$ cat src/hdl/rx_port_config_consts.vh
`ifndef RX_PORT_CONFIG_CONSTS_VH
`define RX_PORT_CONFIG_CONSTS_VH

// register offsets
`define RPC_OFS_PORT_SEL 8'h4c
`define RPC_OFS_ALIAS7 8'h6c
`define RPC_OFS_SETUP 8'h6d
`define RPC_OFS_BC_SEL_LO 8'h6e

// reset values
`define RPC_RST_PORT_SEL 8'h00
`define RPC_RST_ALIAS7 8'h00
`define RPC_RST_SETUP_HI 5'h0f
`define RPC_RST_BC_SEL_LO 8'h88

// port select field
`define RPC_PSEL_W 2

// alias register fields
`define RPC_ALIAS_MSB 7
`define RPC_ALIAS_LSB 1
`define RPC_AUTO_ACK_BIT 0

// port setup fields
`define RPC_WAIT_FS1_BIT 7
`define RPC_WAIT_FS_BIT 6
`define RPC_FWD_CKSUM_BIT 5
`define RPC_FWD_ECC_BIT 4
`define RPC_LINE_LEN_BIT 3
`define RPC_RSVD_BIT 2
`define RPC_MODE_MSB 1
`define RPC_MODE_LSB 0

// input modes
`define RPC_MODE_CSI2 2'h0
`define RPC_MODE_RAW12_LF 2'h1
`define RPC_MODE_RAW12_HF 2'h2
`define RPC_MODE_RAW10 2'h3

// back channel select codes
`define RPC_BC_PIN1_MSB 7
`define RPC_BC_PIN1_LSB 4
`define RPC_BC_PIN0_MSB 3
`define RPC_BC_PIN0_LSB 0
`define RPC_BC_CONST0 4'h8
`define RPC_BC_CONST1 4'h9
`define RPC_BC_FSYNC 4'ha

`endif

$ cat src/hdl/rx_port_config_regs.v
// Function
// - each port holds a 7-bit remote alias in bits 7:1 used to decode incoming I2C addresses.
// - a matching transaction is forwarded with the remote target identifier as its address.
// - an alias of zero disables decoding for that slot.
// - with auto-acknowledge set, every write to the aliased target is acknowledged locally.
// - bit 7 makes CSI-2 receive drop packets until a Frame Start with count 1, not in raw modes.
// - bit 6 (reset 1) makes CSI-2 receive drop packets until any Frame Start, not in raw modes.
// - bit 5 (reset 1) forwards checksum-errored CSI-2 packets when 1, drops them when 0.
// - bit 4 (reset 1) forwards header-ECC-errored packets when 1, drops them when 0.
// - in raw modes bit 3 set discards a truncated first video line, clear forwards it.
// - in CSI-2 mode bit 3 (reset 1) forwards length-errored packets when 1, drops them when 0.
// - the 2-bit input mode in bits 1:0 loads from the strap and is writable.
// - bits 7:4 (reset 8) select the source of back channel pin 1 of the port.
// - bits 3:0 (reset 8) select the source of back channel pin 0 of the port.
// - a select code with top bit clear forwards local pin number code[2:0].
// - code 8 sends 0, code 9 sends 1, code 10 sends frame sync, 11..15 are reserved.
// - the registers exist per port and the port select register picks the accessed copy.
`timescale 1ns/1ps
`include "rx_port_config_consts.vh"

module rx_port_config_regs #(
  parameter NUM_PORTS = 4
) (
  input wire SYS_CLK,
  input wire NRST,
  input wire [7:0] REG_ADDR,
  input wire REG_WR,
  input wire REG_RD,
  input wire [7:0] REG_WDATA,
  output reg [7:0] REG_RDATA,
  input wire [1:0] STRAP_MODE,
  input wire TXN_VALID,
  input wire TXN_WRITE,
  input wire [6:0] TXN_ADDR,
  input wire [7*NUM_PORTS-1:0] REMOTE_ID,
  output reg [NUM_PORTS-1:0] ALIAS_HIT,
  output reg [NUM_PORTS-1:0] ALIAS_ACK,
  output reg [7*NUM_PORTS-1:0] REMAP_ADDR,
  input wire [NUM_PORTS-1:0] PKT_VALID,
  input wire [NUM_PORTS-1:0] PKT_FS,
  input wire [NUM_PORTS-1:0] PKT_FCNT_ONE,
  input wire [NUM_PORTS-1:0] PKT_CKSUM_ERR,
  input wire [NUM_PORTS-1:0] PKT_ECC_ERR,
  input wire [NUM_PORTS-1:0] PKT_LEN_ERR,
  input wire [NUM_PORTS-1:0] PKT_LINE_TRUNC,
  output reg [NUM_PORTS-1:0] PKT_PASS,
  output wire [2*NUM_PORTS-1:0] INPUT_MODE,
  input wire [7:0] LOCAL_GPIO,
  input wire FRAME_SYNC,
  output reg [NUM_PORTS-1:0] BC_PIN0,
  output reg [NUM_PORTS-1:0] BC_PIN1
);

  // back channel source decode, shared by both pins of every port
  function bc_source;
    input [3:0] sel;
    input [7:0] gpio;
    input fsync;
    begin
      // local pin forward
      if (!sel[3]) begin
        bc_source = gpio[sel[2:0]];
      end else begin
        // constants and frame sync
        case (sel)
          `RPC_BC_CONST0: bc_source = 1'b0;
          `RPC_BC_CONST1: bc_source = 1'b1;
          `RPC_BC_FSYNC: bc_source = fsync;
          // reserved codes send a quiet 0
          default: bc_source = 1'b0;
        endcase
      end
    end
  endfunction

  reg [`RPC_PSEL_W-1:0] psel_r;
  // reset value is a full byte; only the index bits are stored
  wire [7:0] psel_rst;
  wire [31:0] psel_wide;
  reg [1:0] strap_s1_r;
  reg [1:0] strap_s2_r;
  reg strap_done_r;
  reg [7:0] gpio_s1_r;
  reg [7:0] gpio_s2_r;
  wire [8*NUM_PORTS-1:0] alias_bus;
  wire [8*NUM_PORTS-1:0] setup_bus;
  wire [8*NUM_PORTS-1:0] bcsel_bus;
  wire port_ok;
  wire wr_psel;
  wire wr_alias;
  wire wr_setup;
  wire wr_bcsel;
  reg [7:0] rdata_nxt;

  assign psel_rst = `RPC_RST_PORT_SEL;
  assign psel_wide = {{(32-`RPC_PSEL_W){1'b0}}, psel_r};
  assign port_ok = (psel_wide < NUM_PORTS);
  assign wr_psel = REG_WR && (REG_ADDR == `RPC_OFS_PORT_SEL);
  // per-port copy chosen by the port select
  assign wr_alias = REG_WR && port_ok && (REG_ADDR == `RPC_OFS_ALIAS7);
  assign wr_setup = REG_WR && port_ok && (REG_ADDR == `RPC_OFS_SETUP);
  assign wr_bcsel = REG_WR && port_ok && (REG_ADDR == `RPC_OFS_BC_SEL_LO);

  // pins cross in through two flops; chain runs during reset so strap is settled
  always @(posedge SYS_CLK) begin
    strap_s1_r <= STRAP_MODE;
    strap_s2_r <= strap_s1_r;
    gpio_s1_r <= LOCAL_GPIO;
    gpio_s2_r <= gpio_s1_r;
  end

  always @(posedge SYS_CLK) begin
    if (!NRST) begin
      psel_r <= psel_rst[`RPC_PSEL_W-1:0];
      strap_done_r <= 1'b0;
    end else begin
      strap_done_r <= 1'b1;
      if (wr_psel) begin
        psel_r <= REG_WDATA[`RPC_PSEL_W-1:0];
      end
    end
  end

  genvar i;
  generate
    for (i = 0; i < NUM_PORTS; i = i + 1) begin : g_port
      reg [7:0] alias_r;
      reg [4:0] setup_hi_r;
      reg [1:0] mode_r;
      reg [7:0] bcsel_r;
      reg gate_open_r;
      reg gate_open_nxt;
      reg pass_nxt;
      wire sel_me;
      wire csi;
      wire [6:0] remote_alias_addr_slot7;
      wire remote_auto_ack;
      wire wait_frame_start_count_one;
      wire wait_any_frame_start;
      wire pass_checksum_errored;
      wire pass_header_errored;
      wire drop_truncated_first_line;
      wire pass_length_errored;
      wire [1:0] link_input_mode;
      wire [3:0] backchannel_pin1_source;
      wire [3:0] backchannel_pin0_source;
      wire wait_en;
      wire fs_ok;
      wire open_now;
      wire err_ok;
      wire raw_ok;
      wire hit;
      wire bc0_nxt;
      wire bc1_nxt;

      assign sel_me = (psel_wide == i);
      assign csi = (link_input_mode == `RPC_MODE_CSI2);
      // named fields of the three per-port registers
      assign remote_alias_addr_slot7 = alias_r[`RPC_ALIAS_MSB:`RPC_ALIAS_LSB];
      assign remote_auto_ack = alias_r[`RPC_AUTO_ACK_BIT];
      assign wait_frame_start_count_one = setup_hi_r[`RPC_WAIT_FS1_BIT-3];
      assign wait_any_frame_start = setup_hi_r[`RPC_WAIT_FS_BIT-3];
      assign pass_checksum_errored = setup_hi_r[`RPC_FWD_CKSUM_BIT-3];
      assign pass_header_errored = setup_hi_r[`RPC_FWD_ECC_BIT-3];
      // bit 3 carries two meanings, picked by the input mode
      assign drop_truncated_first_line = setup_hi_r[`RPC_LINE_LEN_BIT-3];
      assign pass_length_errored = setup_hi_r[`RPC_LINE_LEN_BIT-3];
      assign link_input_mode = mode_r;
      assign backchannel_pin1_source = bcsel_r[`RPC_BC_PIN1_MSB:`RPC_BC_PIN1_LSB];
      assign backchannel_pin0_source = bcsel_r[`RPC_BC_PIN0_MSB:`RPC_BC_PIN0_LSB];
      // reserved bit 2 is no storage
      assign alias_bus[8*i+7:8*i] = alias_r;
      assign setup_bus[8*i+7:8*i] = {setup_hi_r, 1'b0, mode_r};
      assign bcsel_bus[8*i+7:8*i] = bcsel_r;
      assign INPUT_MODE[2*i+1:2*i] = link_input_mode;

      always @(posedge SYS_CLK) begin
        if (!NRST) begin
          alias_r <= `RPC_RST_ALIAS7;
          setup_hi_r <= `RPC_RST_SETUP_HI;
          mode_r <= `RPC_MODE_CSI2;
          bcsel_r <= `RPC_RST_BC_SEL_LO;
        end else begin
          if (wr_alias && sel_me) begin
            alias_r <= REG_WDATA;
          end
          if (wr_setup && sel_me) begin
            setup_hi_r <= REG_WDATA[7:3];
          end
          if (wr_setup && sel_me) begin
            mode_r <= REG_WDATA[`RPC_MODE_MSB:`RPC_MODE_LSB];
          end else if (!strap_done_r) begin
            mode_r <= strap_s2_r;
          end
          if (wr_bcsel && sel_me) begin
            bcsel_r <= REG_WDATA;
          end
        end
      end

      assign hit = TXN_VALID && (remote_alias_addr_slot7 != 7'h00) &&
                   (TXN_ADDR == remote_alias_addr_slot7);

      always @(posedge SYS_CLK) begin
        if (!NRST) begin
          ALIAS_HIT[i] <= 1'b0;
          ALIAS_ACK[i] <= 1'b0;
          REMAP_ADDR[7*i+6:7*i] <= 7'h00;
        end else begin
          ALIAS_HIT[i] <= hit;
          REMAP_ADDR[7*i+6:7*i] <= hit ? REMOTE_ID[7*i+6:7*i] : 7'h00;
          ALIAS_ACK[i] <= hit && TXN_WRITE && remote_auto_ack;
        end
      end

      assign wait_en = wait_frame_start_count_one || wait_any_frame_start;
      assign fs_ok = PKT_FS[i] && (!wait_frame_start_count_one || PKT_FCNT_ONE[i]);
      // the opening frame start passes itself
      assign open_now = !wait_en || gate_open_r || fs_ok;
      assign err_ok = (!PKT_CKSUM_ERR[i] || pass_checksum_errored) &&
                      (!PKT_ECC_ERR[i] || pass_header_errored) &&
                      (!PKT_LEN_ERR[i] || pass_length_errored);
      assign raw_ok = (!PKT_LINE_TRUNC[i] || !drop_truncated_first_line) &&
                      (!PKT_ECC_ERR[i] || pass_header_errored);

      // raw modes skip the wait gate and the checksum and length filters
      always @* begin
        gate_open_nxt = gate_open_r;
        pass_nxt = 1'b0;
        if (csi) begin
          if (PKT_VALID[i] && fs_ok) begin
            gate_open_nxt = 1'b1;
          end
          pass_nxt = PKT_VALID[i] && open_now && err_ok;
        end else begin
          pass_nxt = PKT_VALID[i] && raw_ok;
        end
      end

      // gate only opens once per reset; stream restarts need a reset
      always @(posedge SYS_CLK) begin
        if (!NRST) begin
          gate_open_r <= 1'b0;
          PKT_PASS[i] <= 1'b0;
        end else begin
          gate_open_r <= gate_open_nxt;
          PKT_PASS[i] <= pass_nxt;
        end
      end

      assign bc0_nxt = bc_source(backchannel_pin0_source, gpio_s2_r, FRAME_SYNC);
      assign bc1_nxt = bc_source(backchannel_pin1_source, gpio_s2_r, FRAME_SYNC);

      // registered so the back channel never sees decode glitches
      always @(posedge SYS_CLK) begin
        if (!NRST) begin
          BC_PIN0[i] <= 1'b0;
          BC_PIN1[i] <= 1'b0;
        end else begin
          BC_PIN0[i] <= bc0_nxt;
          BC_PIN1[i] <= bc1_nxt;
        end
      end
    end
  endgenerate

  always @* begin
    rdata_nxt = 8'h00;
    case (REG_ADDR)
      `RPC_OFS_PORT_SEL: rdata_nxt = {6'h00, psel_r};
      `RPC_OFS_ALIAS7: rdata_nxt = port_ok ? alias_bus[8*psel_r +: 8] : 8'h00;
      `RPC_OFS_SETUP: rdata_nxt = port_ok ? setup_bus[8*psel_r +: 8] : 8'h00;
      `RPC_OFS_BC_SEL_LO: rdata_nxt = port_ok ? bcsel_bus[8*psel_r +: 8] : 8'h00;
      default: rdata_nxt = 8'h00;
    endcase
  end

  always @(posedge SYS_CLK) begin
    if (!NRST) begin
      REG_RDATA <= 8'h00;
    end else if (REG_RD) begin
      REG_RDATA <= rdata_nxt;
    end
  end

endmodule

$ cat config.mk
export PLATFORM = sky130hd
export DESIGN_NAME = rx_port_config_regs
export DESIGN_NICKNAME = d
export VERILOG_FILES = /design/src/hdl/rx_port_config_regs.v
export VERILOG_INCLUDE_DIRS = /design/src /design/src/hdl
export SDC_FILE = /design/constraint.sdc
export NUM_CORES = 1
export LEC_CHECK = 0
export BUFFER_PORTS_ARGS = -buffer_cell sky130_fd_sc_hd__clkbuf_2
export CORE_AREA = 2 2 145 119
export DETAILED_ROUTE_END_ITERATION = 10
export DIE_AREA = 0 0 147 121
export MAX_ROUTING_LAYER = met4
export PLACE_DENSITY = 0.71
export SYNTH_ARGS = -nofsm -noshare
export SYNTH_HDL_FRONTEND = slang
export SYNTH_SLANG_ARGS = --single-unit
$ cat constraint.sdc
create_clock -name SYS_CLK -period 3.9 [get_ports SYS_CLK]
set_clock_uncertainty 0.05 [all_clocks]
set_input_delay 0.39 -clock SYS_CLK [delete_from_list [all_inputs] [get_ports SYS_CLK]]
set_output_delay 0.39 -clock SYS_CLK [all_outputs]
set_load 0.05 [all_outputs]
==> flow_summary_export.csv <==
group,metric,value,unit
floorplanning,rows,42,
setup_path,endpoint_kind,"register",
clock_network,clock_sinks,175,
synth,synth.distinct_cells,52,
synth,synth_edf_count,0,
routing,ant_nets,0,
setup_path,arrival,2.67,ns
synth,yosysSeqAreaShare,0.454,
clock_network,clkTransAtPathRegs,0.07,ns
worst_hold_path,hp-start,"LOCAL_GPIO[2]",
synth,synth.top_cell.area_share,0.454,
floorplanning,fp.dieH,121,um
setup_path,rrSetupSlack,1.51,ns
routing,wl_per_cell,19.2,um
setup_path,required,4.18,ns
timing,hold_viol_final,0,
routing,drt_iter0_markers,602,
routing,via_per_inst,5.64,
worst_hold_path,hold_end,"gpio_s1_r[2]",
placement,routabilityCongestion,0.961,
setup_path,cp-start-kind,"register",
placement,dpl.hpwl,15500,um
finish,layout_commonest_cell,"dfxtp_1",
clock_network,clock_latency,0.42,ns
clock_network,cts_root_buf,"clkbuf_16",
finish,post_layout_nonfiller_instances,1112,
global_route,grt_first_pass_wirelength,33800,um
global_route,grt_pass1_vias,5892,
routing,dr_total_vias,6275,
synth,yosys-top-cells-area,"dfxtp_1, mux4_2, mux2i_1",
timing,max_slew_margin,0.319,
routing,drt_first_pass_iters,6,
worst_hold_path,hold_depth,1,
setup_path,path_max_fanout,35,
power,leakage,3.98,nW
finish,syn2layout_area_growth,20.4,%
timing,fin_setup_tns,0,ns
synth,syn-num-nets,828,
synth,synth_top_cell_by_area,"dfxtp_1",
placement,placed_cell_area,0.00865,mm2
routing,totalWireLength,21300,um
synth,yosys_warnings,0,
power,power.share.clock,0.459,
clock_network,clock_path_buffers,2,
timing,tightest_slew,1.02,ns
synth,ys.flop_type,"dfxtp_1",
power,cell_internal_pwr,2.96,mW
floorplanning,die_area,0.0178,mm2
floorplanning,die_w,147,um
timing,setup_viol,0,
clock_network,cts_inserted_buffers,17,
power,ir_worst_vdd,0.304,mV
finish,fin_nets,975,
finish,final_cell_mix,"dfxtp_1, clkbuf_2, nand2_1, mux2i_1, mux4_2",
global_route,overflow,0,
global_route,track_usage,0.253,
power,p_sw,0.886,mW
worst_hold_path,hold_class,"input port to register",
global_route,grt_antenna_before_repair,0,
power,power_frac_seq,0.478,
clock_network,cts_tree,"done",
synth,synthesis.area,0.00771,mm2
synth,async_flop_share,0,
finish,fin_util,0.570,
finish,antennaDiodeCount,0,
floorplanning,core_area,0.0163,mm2
setup_path,worst-setup-path-type,"register to register",
finish,final_area,0.00928,mm2
timing,fin_crit_sh,0.613,
global_route,grt_max_degree,83,
power,swShare,0.231,
timing,grt_setup_unrepaired,"false",
floorplanning,ioPinCount,160,
clock_network,ctsResizeCount,0,
setup_path,rr_worst_depth,3,
placement,placed_cells,1078,
power,combPwrFrac,0.063,
status,outcome,"finished, final reports clean",
routing,drc,0,
synth,synth.ff_latch_count,175,
setup_path,r2r_start,"psel_r[0]",
timing,max_freq,0.419,GHz
clock_network,htreeDepth,4,
power,powerDensity,414,mW/mm2
setup_path,r2r_end,"g_port[3].bcsel_r[5]",
timing,period_minus_slack,2.39,ns
timing,slew_violations,0,
synth,postSynthAreaPerCell,10.5,um2
job,drv_cap,0,
synth,netlist_instances,732,
finish,drive_above_1_share,0.279,
floorplanning,start_util,0.473,
placement,io_buffer_count,159,
[layout make-up]
cell class	instances	area (um2)
fill	1408	7010
multi-input combinational	510	4000
sequential	175	3500
timing repair buffer	163	846
clock buffer	21	460
tap	220	275
clock inverter	11	154
inverter	12	45.0
[registers in the layout, summed over array words and instances, names as in the netlist, 8 cells and up]
register,flops
g_port.alias_r,32
gpio_s1_r,8
gpio_s2_r,8
g_port.bcsel_r,32
g_port.setup_hi_r,20
REMAP_ADDR,28
g_port.link_input_mode,8
REG_RDATA,8
[cell usage after synthesis, types with 2 or more instances]
library cell and n:
a211oi_1 2, a21oi_1 24, a22oi_1 3, a31o_2 2, a31oi_1 5, a41oi_1 4, and2_1 28, and3_1 8
buf_1 2, buf_2 11, buf_6 2, clkbuf_1 19, dfxtp_1 175, inv_1 12, mux2_2 6, mux2i_1 69
mux4_2 39, nand2_1 109, nand2b_1 22, nand3_1 5, nand3b_1 4, nand4b_1 2, nor2_1 20, nor2_2 3
nor2b_1 22, nor3_1 8, nor3b_1 3, nor4_1 9, o2111a_1 8, o211a_1 6, o211ai_1 17, o21ai_0 21
o21bai_1 4, o22ai_1 6, o311ai_0 8, or3_1 2, or4_1 4, xor2_1 24
[how the worst max path moves through the flow]
| stage | from | to |
|---|---|---|
| floorplan | REG_ADDR[7] | g_port[1].setup_hi_r[1] |
| global placement | psel_r[0] | REG_RDATA[1] |
| detailed placement | psel_r[0] | REG_RDATA[1] |
| CTS | psel_r[0] | g_port[3].bcsel_r[5] |
| global route | psel_r[0] | g_port[3].bcsel_r[2] |
| finish | psel_r[0] | g_port[3].bcsel_r[5] |
[power groups by stage]
stage	clock network (mW)	logic [mW]	registers, mW
after floorplan	0	0.101	1.90
after global placement	0	0.236	1.88
after detailed placement	0	0.237	1.88
after CTS	1.78	0.238	1.84
after global routing	1.86	0.259	1.84
final	1.76	0.242	1.84
[metal layers]
layer  GRT usage  routed length (um)  vias up
li1            -                   -     2950
met1       0.357                9700     3015
met2       0.381                9640      282
met3      0.0523                1740       28
met4      0.0517                 248        0
met5           -                   0        -
[critical path: stages, from the launching register on]
cell and delay, ns:
dfxtp_2 1.00, nand2_1 0.51, nor2_2 0.49, mux2i_1 0.23
[metrics by stage]
step	power, mW	hold slack [ns]	worst slack (ns)
2_1_floorplan	2.00	0.260	2.16
3_3_place_gp	2.11	0.262	1.59
3_5_place_dp	2.11	0.262	1.56
5_1_grt	3.96	0.000330	1.25
4_1_cts	3.86	0.00166	1.53
6_report	3.84	0.0187	1.51
[cells by family after synthesis]
kind of cell           after synthesis  synth area share
buffers and inverters               47            0.0271
multiplexers                       114             0.212
XOR/XNOR                            24            0.0273
AND/OR/NAND/NOR                    260             0.178
AO/OA/AOI/OAI                      112             0.101
flip-flops                         175             0.454
[what timing repair did]
item                                   in CTS  in global routing
hold buffers                                0                  2
buffers inserted                            0                  0
endpoints found under the hold margin       0                  2
Note: power is estimated with default switching activity, not from simulation.
